==> config.mk <==
export PLATFORM = sky130hd
export DESIGN_NAME = sscp_port
export DESIGN_NICKNAME = d
export VERILOG_FILES = /design/src/pkg/sscp_pkg.sv /design/src/core/sscp_sync.sv /design/src/core/sscp_mem.sv /design/src/core/sscp_port.sv
export VERILOG_INCLUDE_DIRS = /design/src /design/src/pkg
export SDC_FILE = /design/constraint.sdc
export NUM_CORES = 1
export LEC_CHECK = 0
export ABC_AREA = 1
export BUFFER_PORTS_ARGS = -buffer_cell sky130_fd_sc_hd__buf_4
export CORE_ASPECT_RATIO = 1.4
export CORE_MARGIN = 3
export CORE_UTILIZATION = 25
export DETAILED_ROUTE_END_ITERATION = 7
export PLACE_DENSITY_LB_ADDON = 0.08
export SLEW_MARGIN = 0
export SYNTH_ARGS = -nofsm -noshare
export SYNTH_HDL_FRONTEND = slang
export SYNTH_HIERARCHICAL = 1
export SYNTH_SLANG_ARGS = --single-unit
==> constraint.sdc <==
create_clock -name mclk -period 4.5 [get_ports mclk]
set_clock_uncertainty 0.1 [all_clocks]
set_input_delay 0.225 -clock mclk [delete_from_list [all_inputs] [get_ports mclk]]
set_output_delay 0.225 -clock mclk [all_outputs]
set_load 0.05 [all_outputs]
==> src/pkg/sscp_map.svh <==
// Address map, command codes and field positions of the serial command port.
// Assumes inclusion by any file that needs these numbers; definitions only.
`ifndef SSCP_MAP_SVH
`define SSCP_MAP_SVH

// Fixed upper nibble of the slave address
`define SSCP_DEV_NIBBLE 4'hA

// Volatile register bank window
`define SSCP_REG_FIRST 8'h00
`define SSCP_REG_LAST 8'h13

// Configuration EEPROM window
`define SSCP_EE_FIRST 8'h20
`define SSCP_EE_LAST 8'h33

// Command codes
`define SSCP_CMD_BLK_WR_SEL 8'hC0
`define SSCP_CMD_BLK_RD 8'hC1
`define SSCP_CMD_REBOOT 8'hC4
`define SSCP_CMD_BLK_WR 8'h83

// Block transfer length limit and the count sent on a block read
`define SSCP_BLK_MAX 5'h10
`define SSCP_BLK_RD_COUNT 8'h10

// Configuration lock bit position inside the last register
`define SSCP_LOCK_BIT 0

// Reset values
`define SSCP_MEM_RST 8'h00
`define SSCP_PTR_RST 8'h00

`endif

==> src/pkg/sscp_pkg.sv <==
// Types shared by the serial command port design files.
// Assumes sscp_map.svh holds the numbers; this package holds only types.
package sscp_pkg;

	// Serial bus bit-level states
	typedef enum logic [2:0] {
		st_idle,
		st_rx,
		st_rx_ack,
		st_rx_hold,
		st_tx,
		st_tx_ack,
		st_tx_next
	} sscp_bus_t;

	// Position inside a transaction
	typedef enum logic [2:0] {
		ph_addr,
		ph_cmd,
		ph_data1,
		ph_data2,
		ph_count,
		ph_blkw,
		ph_rd,
		ph_ignore
	} sscp_phase_t;

	// One memory write as seen by the rest of the device
	typedef struct packed {
		logic vld;
		logic [7:0] addr;
		logic [7:0] data;
	} sscp_wr_t;

endpackage : sscp_pkg

==> src/core/sscp_sync.sv <==
// Two-flop synchroniser for asynchronous pin inputs.
// Assumes one clock, mclk, and a synchronous active-high reset.
`timescale 1ns/1ps
module sscp_sync #(
	parameter int W = 4,
	parameter logic [W-1:0] RST = '1
) (
	// Clock and reset
	input wire logic mclk,
	input wire logic reset,
	// Pin side and synchronised side
	input wire logic [W-1:0] pin_in,
	output logic [W-1:0] pin_sync
);

	logic [W-1:0] meta;

	// First stage feeds only the second stage
	always_ff @(posedge mclk) begin
		if (reset) begin
			meta <= RST;
			pin_sync <= RST;
		end else begin
			meta <= pin_in;
			pin_sync <= meta;
		end
	end

endmodule : sscp_sync

==> src/core/sscp_mem.sv <==
// Register bank and configuration EEPROM image behind the serial port.
// Assumes callers present only validated addresses; EEPROM timing is external.
`timescale 1ns/1ps
`include "sscp_map.svh"
module sscp_mem
	import sscp_pkg::*;
#(
	parameter int DEPTH = 20
) (
	// Clock and reset
	input wire logic mclk,
	input wire logic reset,
	// Write port from the protocol engine
	input wire logic we,
	input wire logic [7:0] waddr,
	input wire logic [7:0] wdata,
	// Read port, combinational on the pointer
	input wire logic [7:0] raddr,
	output logic [7:0] rdata,
	// Device side
	output sscp_wr_t wr_out,
	output logic cfg_locked
);

	logic [7:0] reg_bank [DEPTH];
	logic [7:0] ee_bank [DEPTH];

	// Offset inside whichever window the address falls in
	function automatic logic [4:0] sscp_idx(input logic [7:0] a);
		logic [7:0] off;
		off = (a >= `SSCP_EE_FIRST) ? a - `SSCP_EE_FIRST : a;
		return off[4:0];
	endfunction : sscp_idx

	// Storage; both banks cleared so reads are defined
	always_ff @(posedge mclk) begin
		if (reset) begin
			for (int i = 0; i < DEPTH; i++) begin
				reg_bank[i] <= `SSCP_MEM_RST;
				ee_bank[i] <= `SSCP_MEM_RST;
			end
		end else if (we) begin
			if (waddr >= `SSCP_EE_FIRST)
				ee_bank[sscp_idx(waddr)] <= wdata;
			else
				reg_bank[sscp_idx(waddr)] <= wdata;
		end
	end

	// Registered copy of each write for the supervisory logic
	always_ff @(posedge mclk) begin
		if (reset)
			wr_out <= '0;
		else
			wr_out <= '{vld: we, addr: waddr, data: wdata};
	end

	assign rdata = (raddr >= `SSCP_EE_FIRST) ? ee_bank[sscp_idx(raddr)]
		: reg_bank[sscp_idx(raddr)];
	assign cfg_locked = reg_bank[DEPTH-1][`SSCP_LOCK_BIT];

endmodule : sscp_mem

==> src/core/sscp_port.sv <==
// Two-wire serial slave command port of the supply supervisor.
// Assumes the serial clock is slow against mclk (125 MHz) and the data line
// is open drain with an external pull-up; busy_in covers reboot and EEPROM.
`timescale 1ns/1ps
`include "sscp_map.svh"
module sscp_port
	import sscp_pkg::*;
(
	// Clock and reset
	input wire logic mclk,
	input wire logic reset,
	// Serial bus pins
	input wire logic scl_in,
	input wire logic sda_in,
	output logic sda_out,
	output logic sda_oe_n,
	// Address straps
	input wire logic addr_strap_high,
	input wire logic addr_strap_low,
	// Device status and actions
	input wire logic busy_in,
	output logic reboot_pulse,
	output sscp_wr_t mem_wr,
	output logic cfg_locked
);

	// Synchronised pins and their previous samples
	logic scl_s, sda_s, strap_hi_s, strap_lo_s;
	logic scl_q, sda_q;
	logic scl_rise, scl_fall, bus_start, bus_stop;

	// Bit-level engine
	sscp_bus_t bus_st;
	logic [3:0] bit_cnt;
	logic [7:0] rx_sr;
	logic [7:0] tx_sr;
	logic sda_drv;
	logic ack_q;
	logic go_tx_q;
	logic byte_done;
	logic [7:0] rx_byte;

	// Transaction state
	sscp_phase_t phase;
	logic [7:0] ptr;
	logic [4:0] blk_left;
	logic blk_armed;
	logic blk_rd;
	logic send_cnt;

	// Decisions taken when a received byte completes
	logic ack_dec, go_tx, we, reboot_set, arm_set, arm_clr, ptr_load;
	logic cnt_load, cnt_dec;
	logic [7:0] we_addr, nptr;
	sscp_phase_t nphase;

	// Read path
	logic [7:0] rd_data;
	logic [7:0] tx_byte;
	logic master_ack, rd_last;

	// Valid target of a write or pointer preset
	function automatic logic sscp_valid(input logic [7:0] a);
		return (a <= `SSCP_REG_LAST) ||
			(a >= `SSCP_EE_FIRST && a <= `SSCP_EE_LAST);
	endfunction : sscp_valid

	// Pointer step that stops at the end of either window
	function automatic logic [7:0] sscp_next(input logic [7:0] a);
		if (a == `SSCP_REG_LAST || a == `SSCP_EE_LAST)
			return a;
		return a + 8'h01;
	endfunction : sscp_next

	// Lock leaves only the lock-holding locations writable, so it can be undone
	function automatic logic sscp_wr_ok(input logic [7:0] a, input logic lk);
		return !lk || a == `SSCP_REG_LAST || a == `SSCP_EE_LAST;
	endfunction : sscp_wr_ok

	// Pins come from the bus clock domain
	sscp_sync #(
		.W(4),
		.RST(4'hF)
	) u_sync (
		.mclk(mclk),
		.reset(reset),
		.pin_in({scl_in, sda_in, addr_strap_high, addr_strap_low}),
		.pin_sync({scl_s, sda_s, strap_hi_s, strap_lo_s})
	);

	// Storage and read port
	sscp_mem #(
		.DEPTH(20)
	) u_mem (
		.mclk(mclk),
		.reset(reset),
		.we(we & byte_done), // Store only on the completing rising edge
		.waddr(we_addr),
		.wdata(rx_byte),
		.raddr(ptr),
		.rdata(rd_data),
		.wr_out(mem_wr),
		.cfg_locked(cfg_locked)
	);

	// Previous samples for edge and condition detection
	always_ff @(posedge mclk) begin
		if (reset) begin
			scl_q <= 1'b1;
			sda_q <= 1'b1;
		end else begin
			scl_q <= scl_s;
			sda_q <= sda_s;
		end
	end

	assign scl_rise = scl_s & ~scl_q;
	assign scl_fall = ~scl_s & scl_q;
	// Data moving while the clock is high marks start or stop
	assign bus_start = scl_s & scl_q & sda_q & ~sda_s;
	assign bus_stop = scl_s & scl_q & ~sda_q & sda_s;

	assign byte_done = (bus_st == st_rx) && scl_rise && bit_cnt == 4'h7;
	assign rx_byte = {rx_sr[6:0], sda_s};
	assign master_ack = ~sda_s;
	assign tx_byte = send_cnt ? `SSCP_BLK_RD_COUNT : rd_data;
	assign rd_last = blk_rd && !send_cnt && blk_left == 5'h01;

	// Byte decisions by transaction phase
	always_comb begin
		ack_dec = 1'b0;
		go_tx = 1'b0;
		we = 1'b0;
		we_addr = ptr;
		reboot_set = 1'b0;
		arm_set = 1'b0;
		arm_clr = 1'b0;
		ptr_load = 1'b0;
		nptr = ptr;
		cnt_load = 1'b0;
		cnt_dec = 1'b0;
		nphase = ph_ignore;
		case (phase)
			ph_addr: begin
				if (rx_byte[7:4] == `SSCP_DEV_NIBBLE &&
					rx_byte[3:2] == {strap_hi_s, strap_lo_s} &&
					!busy_in) begin
					ack_dec = 1'b1;
					// Bit zero picks direction
					if (rx_byte[0]) begin
						go_tx = 1'b1;
						nphase = ph_rd;
					end else begin
						nphase = ph_cmd;
					end
				end
			end
			ph_cmd: begin
				arm_clr = 1'b1;
				if (rx_byte == `SSCP_CMD_REBOOT) begin
					ack_dec = 1'b1;
					reboot_set = 1'b1;
				end else if (rx_byte == `SSCP_CMD_BLK_WR) begin
					ack_dec = 1'b1;
					nphase = ph_count;
				end else if (rx_byte == `SSCP_CMD_BLK_RD) begin
					ack_dec = 1'b1;
					arm_set = 1'b1;
				end else if (rx_byte == `SSCP_CMD_BLK_WR_SEL) begin
					ack_dec = 1'b1;
				end else if (sscp_valid(rx_byte)) begin
					ack_dec = 1'b1;
					ptr_load = 1'b1;
					nptr = rx_byte;
					nphase = ph_data1;
				end
				// Anything else is refused and the rest ignored
			end
			ph_data1: begin
				ack_dec = 1'b1;
				we = sscp_wr_ok(ptr, cfg_locked);
				nphase = ph_data2;
			end
			ph_data2: begin
				// Second byte goes to the following location
				ack_dec = 1'b1;
				we_addr = sscp_next(ptr);
				we = sscp_wr_ok(we_addr, cfg_locked);
			end
			ph_count: begin
				if (rx_byte != 8'h00 && rx_byte <= {3'h0, `SSCP_BLK_MAX}) begin
					ack_dec = 1'b1;
					cnt_load = 1'b1;
					nphase = ph_blkw;
				end
			end
			ph_blkw: begin
				// Bytes beyond the announced count are refused
				if (blk_left != 5'h00) begin
					ack_dec = 1'b1;
					we = sscp_wr_ok(ptr, cfg_locked);
					ptr_load = 1'b1;
					nptr = sscp_next(ptr);
					cnt_dec = 1'b1;
					nphase = ph_blkw;
				end
			end
			default: begin
				nphase = ph_ignore;
			end
		endcase
	end

	// Bit-level state machine
	always_ff @(posedge mclk) begin
		if (reset) begin
			bus_st <= st_idle;
		end else if (bus_start) begin
			bus_st <= st_rx;
		end else if (bus_stop) begin
			bus_st <= st_idle;
		end else begin
			case (bus_st)
				st_rx: begin
					if (byte_done)
						bus_st <= (ack_dec || phase != ph_addr) ? st_rx_ack
							: st_idle;
				end
				st_rx_ack: begin
					if (scl_fall)
						bus_st <= st_rx_hold;
				end
				st_rx_hold: begin
					if (scl_fall) begin
						if (go_tx_q)
							bus_st <= st_tx;
						else
							bus_st <= ack_q ? st_rx : st_idle;
					end
				end
				st_tx: begin
					if (scl_fall && bit_cnt == 4'h8)
						bus_st <= st_tx_ack;
				end
				st_tx_ack: begin
					// Master refusal or a full block ends sending
					if (scl_rise)
						bus_st <= (master_ack && !rd_last) ? st_tx_next : st_idle;
				end
				st_tx_next: begin
					if (scl_fall)
						bus_st <= st_tx;
				end
				default: begin
					bus_st <= st_idle;
				end
			endcase
		end
	end

	// Bit counter and shift registers
	always_ff @(posedge mclk) begin
		if (reset) begin
			bit_cnt <= 4'h0;
			rx_sr <= 8'h00;
			tx_sr <= 8'h00;
		end else if (bus_start) begin
			bit_cnt <= 4'h0;
		end else if (bus_st == st_rx && scl_rise) begin
			rx_sr <= rx_byte;
			bit_cnt <= bit_cnt + 4'h1;
		end else if (bus_st == st_tx && scl_rise) begin
			bit_cnt <= bit_cnt + 4'h1;
		end else if (bus_st == st_tx && scl_fall && bit_cnt != 4'h8) begin
			tx_sr <= {tx_sr[6:0], 1'b0};
		end else if (scl_fall && ((bus_st == st_rx_hold) ||
			(bus_st == st_tx_next))) begin
			// Load the next outgoing byte as the line is handed over
			bit_cnt <= 4'h0;
			tx_sr <= tx_byte;
		end
	end

	// Acknowledge decision kept until the ninth clock
	always_ff @(posedge mclk) begin
		if (reset) begin
			ack_q <= 1'b0;
			go_tx_q <= 1'b0;
		end else if (byte_done) begin
			ack_q <= ack_dec;
			go_tx_q <= go_tx & ack_dec;
		end
	end

	// Data line driver; changes only while the clock is low
	always_ff @(posedge mclk) begin
		if (reset || bus_start || bus_stop) begin
			sda_drv <= 1'b0;
		end else if (scl_fall) begin
			case (bus_st)
				st_rx_ack: sda_drv <= ack_q;
				st_rx_hold: sda_drv <= go_tx_q & ~tx_byte[7];
				st_tx: sda_drv <= (bit_cnt != 4'h8) & ~tx_sr[6];
				st_tx_next: sda_drv <= ~tx_byte[7];
				default: sda_drv <= 1'b0;
			endcase
		end
	end

	// Transaction phase follows each completed byte
	always_ff @(posedge mclk) begin
		if (reset)
			phase <= ph_addr;
		else if (bus_start)
			phase <= ph_addr;
		else if (byte_done)
			phase <= nphase;
	end

	// Address pointer; a stop does not touch it
	always_ff @(posedge mclk) begin
		if (reset) begin
			ptr <= `SSCP_PTR_RST;
		end else if (byte_done && ptr_load) begin
			ptr <= nptr;
		end else if (bus_st == st_tx_ack && scl_rise && master_ack &&
			!send_cnt) begin
			ptr <= sscp_next(ptr);
		end
	end

	// Block-read arming and remaining byte count
	always_ff @(posedge mclk) begin
		if (reset) begin
			blk_armed <= 1'b0;
			blk_rd <= 1'b0;
			send_cnt <= 1'b0;
			blk_left <= 5'h00;
		end else if (byte_done && phase == ph_addr && ack_dec && rx_byte[0]) begin
			// Block read opens with the count byte
			blk_rd <= blk_armed;
			send_cnt <= blk_armed;
			blk_armed <= 1'b0;
			blk_left <= `SSCP_BLK_MAX;
		end else if (byte_done) begin
			if (arm_set)
				blk_armed <= 1'b1;
			else if (arm_clr)
				blk_armed <= 1'b0;
			if (cnt_load)
				blk_left <= rx_byte[4:0];
			else if (cnt_dec)
				blk_left <= blk_left - 5'h01;
		end else if (bus_st == st_tx_ack && scl_rise && master_ack) begin
			if (send_cnt)
				send_cnt <= 1'b0;
			else if (blk_rd)
				blk_left <= blk_left - 5'h01;
		end
	end

	// One-cycle reboot request
	always_ff @(posedge mclk) begin
		if (reset)
			reboot_pulse <= 1'b0;
		else
			reboot_pulse <= byte_done & reboot_set;
	end

	// Open drain: only a low is ever driven
	always_ff @(posedge mclk) begin
		if (reset)
			sda_out <= 1'b0;
		else
			sda_out <= 1'b0;
	end

	assign sda_oe_n = ~sda_drv;

endmodule : sscp_port

==> metrics.log <==
[metrics] overall global routing resource usage: 0.167
[metrics] Worst Hold End: phase[2]
[metrics] total power density per cell area: 374 mW/mm^2
[metrics] origin of the worst min-delay path: busy_in
[metrics] worst endpoint data arrival time: slightly above 4 ns
[metrics] min-delay worst type: input port to flip-flop
[metrics] Max-slew headroom: 0.0902
[metrics] count of hold buffers inserted by post-cts repair: 5
[metrics] Worst setup EP type: flip-flop
[metrics] Min Clock Period, post-route: between 3 and 4 ns
[metrics] total half-perimeter wirelength after legalization and detailed placement: about 61 mm
[metrics] remaining routing DRC violations: 0
[metrics] Peak Freq: 255 MHz
[metrics] startpoint kind of the worst setup timing path: flip-flop
[metrics] count of different cell masters after synthesis: 44
[metrics] Seq/Total Area, Yosys: 0.635
[metrics] unrepaired setup endpoints after global routing: no
[metrics] RR Startpoint: ptr[0]
[metrics] clock latency on the worst-skew pair: 0.65 ns
[metrics] clock input transition at the sequential cells of the worst setup and hold paths: 0.06 ns
[metrics] io pins: 28
[metrics] number of antenna violations at the first check in global routing: 1
[metrics] area growth from synthesis to final layout: 13.4%
[metrics] commonest non-fill, non-tap cells in the layout: nand2_1, edfxtp_1, nand3_1
[metrics] max-slew violation count: 0
[metrics] most frequent standard cell in the layout excluding fill and tap cells: nand2_1
[metrics] internal power: 8770 uW
[metrics] nets@finish: between 2000 and 3000
[metrics] hold_ws: roughly 0.15 ns
[metrics] FF+latch area: 0.0168 mm^2
[metrics] number of cells produced by synthesis: between 2000 and 3000
[metrics] Hold Violations, Final: 0
[metrics] Syn Std Cell Area: between 0.02 and 0.03 mm^2
[metrics] gpl congestion: approximately 0.86
[metrics] Worst Tran Pin Value: 1.36 ns
[metrics] post-route antenna net violation count: 0
[metrics] Seq pwr share: 0.539
[metrics] antenna diode instance count: 0
[metrics] Leak: roughly 0.011 uW
[metrics] register bit total from synthesis: a little under 600
[metrics] overall power of the completed layout: 11200 uW
[metrics] setup slack, reg-to-reg: 0.58 ns
[metrics] Max-cap violations: 0
[metrics] multi-input logic area: 0.00823 mm^2
[metrics] worst hold path depth: 7
[metrics] number of nets in the synthesized netlist: ~2800
[metrics] vias after detailed routing: approximately 19000
[metrics] Root Driver: clkbuf_16
[metrics] Starting Density: 0.253
[metrics] Inserted Clock Buffers: 61
[metrics] Sw Pwr: 2430 uW
[metrics] port bufs: 26
[metrics] CTS tree: yes
[metrics] maximum vdd ir drop: between 0.0003 and 0.0004 V
[metrics] maximum fanout along the worst path: 20
[metrics] fraction of final layout cells with drive strength greater than 1: 0.0938
[metrics] Clock Sink Count: ~600
[metrics] Avg Cell Area, Syn: around 9.6 um^2
[metrics] number of detailed-routing iterations run before antenna repair: 8
[metrics] part of the cycle the worst path needs: 0.872
[metrics] average wire per standard cell: 22.0 um
[metrics] area of the die: 0.110 mm^2
[metrics] maximum number of pins on one net before global-route repair: ~120
[metrics] critical path required time: roughly 4.7 ns
[metrics] total of endpoints with negative setup slack in the final report: 0
[metrics] utilization of the core after routing: 0.287
[metrics] Cell Rows: 140
[metrics] final setup TNS: 0 ns
[metrics] result of the run: finished, final reports clean
[metrics] Remaining Overflow, GRT: 0
[metrics] buffer count from post-CTS setup fixing: 0
[metrics] Worst Path Class, Setup: flip-flop to flip-flop
[metrics] CTS max path bufs: 3
[metrics] capturing point of the worst reg2reg path: u_mem/ee_bank[10][4]
[metrics] share of total power in combinational logic: 0.023
[metrics] number of inserted filler cells in the final layout: about 11000
[metrics] number of vias per cell after detailed routing: 4.60
[metrics] Finished Layout Cells: approximately 4200
[metrics] switching fraction of total power: 0.217
[metrics] Chip Height: 391 um
[metrics] wire length reported by the detailed router: around 92 mm
[metrics] Placed Cells incl. Taps: between 4000 and 5000
[metrics] Die Width: ~280 um
[metrics] core footprint: between 0.1 and 0.15 mm^2
[metrics] Iter 0 DRT Violations: between 1000 and 1500
[metrics] post-CTS sizing: 0
[metrics] wire length of the first global-routing pass: between 100 and 150 mm
[metrics] vias in the first global route: 19780
[metrics] count of synthesis-stage warnings from yosys: 6
[metrics] Clk network pwr share: 0.438
[metrics] Worst Reg-to-Reg Cells: 15
[metrics] CTS H-Tree Depth: 2
==> synth_stat cells, drive strengths merged <==
cell type	number	area share
a41oi	1	0.00033
dfxtp	71	0.054
and3	1	0.00024
buf	111	0.030
o211ai	10	0.0028
nand3	466	0.089
edfxtp	512	0.58
nand3b	2	0.00057
xor2	8	0.0026
nor4	1	0.00024
ha	5	0.0024
nor2	436	0.063
a22oi	4	0.0011
nand2	853	0.12
a31oi	5	0.0012
clkbuf	51	0.0073
and2	1	0.00024
o21ai	51	0.0098
o2111ai	1	0.00033
nand4	7	0.0022
inv	110	0.016
a21oi	39	0.0074
nor3	12	0.0026
conb	1	0.00014
or2	4	0.00095
==> worst max-delay path, cell delays in order (launching register included) <==
cell	delay [ns]
dfxtp_4	0.41
ha_1	0.21
inv_1	0.07
nor2_1	0.13
nand4_1	0.22
o21ai_0	0.35
and3_1	0.21
a31oi_1	0.07
nor2_1	0.15
inv_1	0.09
nor2_2	0.11
nand2_1	0.27
inv_1	0.13
buf_4	0.45
nand2_2	0.22
nand2_1	0.34
==> flip-flops by register name, summed over array words and instances, names as in the netlist, 4 cells and up <==
register         count
bit_cnt              4
blk_left             5
ptr                  8
rx_sr                7
tx_sr                7
u_mem/ee_bank      256
u_mem/reg_bank     256
u_mem/wr_out        17
u_sync/meta          4
u_sync/pin_sync      4
==> cell type report <==
class / count / share of cell area
Clock buffer: 80 / 0.0546
Clock inverter: 35 / 0.00939
Inverter: 110 / 0.0143
Multi-Input combinational cell: 1908 / 0.275
Sequential cell: 583 / 0.560
Tap cell: 1349 / 0.0563
Timing Repair Buffer: 108 / 0.0304
==> kinds of logic (layout without fill, tap and decap cells) <==
group           after synthesis  after routing  synth area share
simple gates               1783           1783             0.283
flops                       583            583             0.635
compound gates              111            111            0.0230
other cells                   1              1          0.000142
fa+ha+maj                     5              5           0.00237
xor+xnor                      8              8           0.00265
buf+inv                     272            333            0.0535
==> metal layers <==
layer | GRT usage | wire length, um | vias to the layer above | share of wire
met2 | 0.320 | 49500 | 329 | 0.54
met3 | 0.0166 | 2680 | 134 | 0.029
met5 | 0 | 0 | - | 0
met1 | 0.192 | 36800 | 9462 | 0.40
met4 | 0.0534 | 2980 | 0 | 0.032
li1 | - | - | 9286 | -
==> how the worst max path moves through the flow <==
stage / start / end / slack (ns) / depth (start not counted)
floorplan: ptr[0] / u_mem/reg_bank[20][0] / 1.63 / 13
global placement: ptr[0] / u_mem/ee_bank[3][0] / 0.61 / 15
detailed placement: ptr[0] / u_mem/ee_bank[12][3] / 0.63 / 15
CTS: ptr[0] / u_mem/ee_bank[8][5] / 0.58 / 15
global route: ptr[0] / u_mem/ee_bank[10][4] / 0.27 / 15
finish: ptr[0] / u_mem/ee_bank[10][4] / 0.58 / 15
==> through the flow <==
stage	setup slack [ns]	instance area (um^2)
finish	0.578	30000
global route	0.266	30000
CTS	0.578	30000
detailed placement	0.629	28000
global placement	0.614	28000
floorplan	1.63	26400
==> power groups by stage <==
stage	registers (uW)	logic (uW)	clock network, uW
after floorplan	6130	147	0
after global placement	6150	259	0
after detailed placement	6150	260	0
after CTS	6040	264	5100
after global routing	6050	283	5290
final	6040	257	4910
Power figures use the tool's default switching activity.
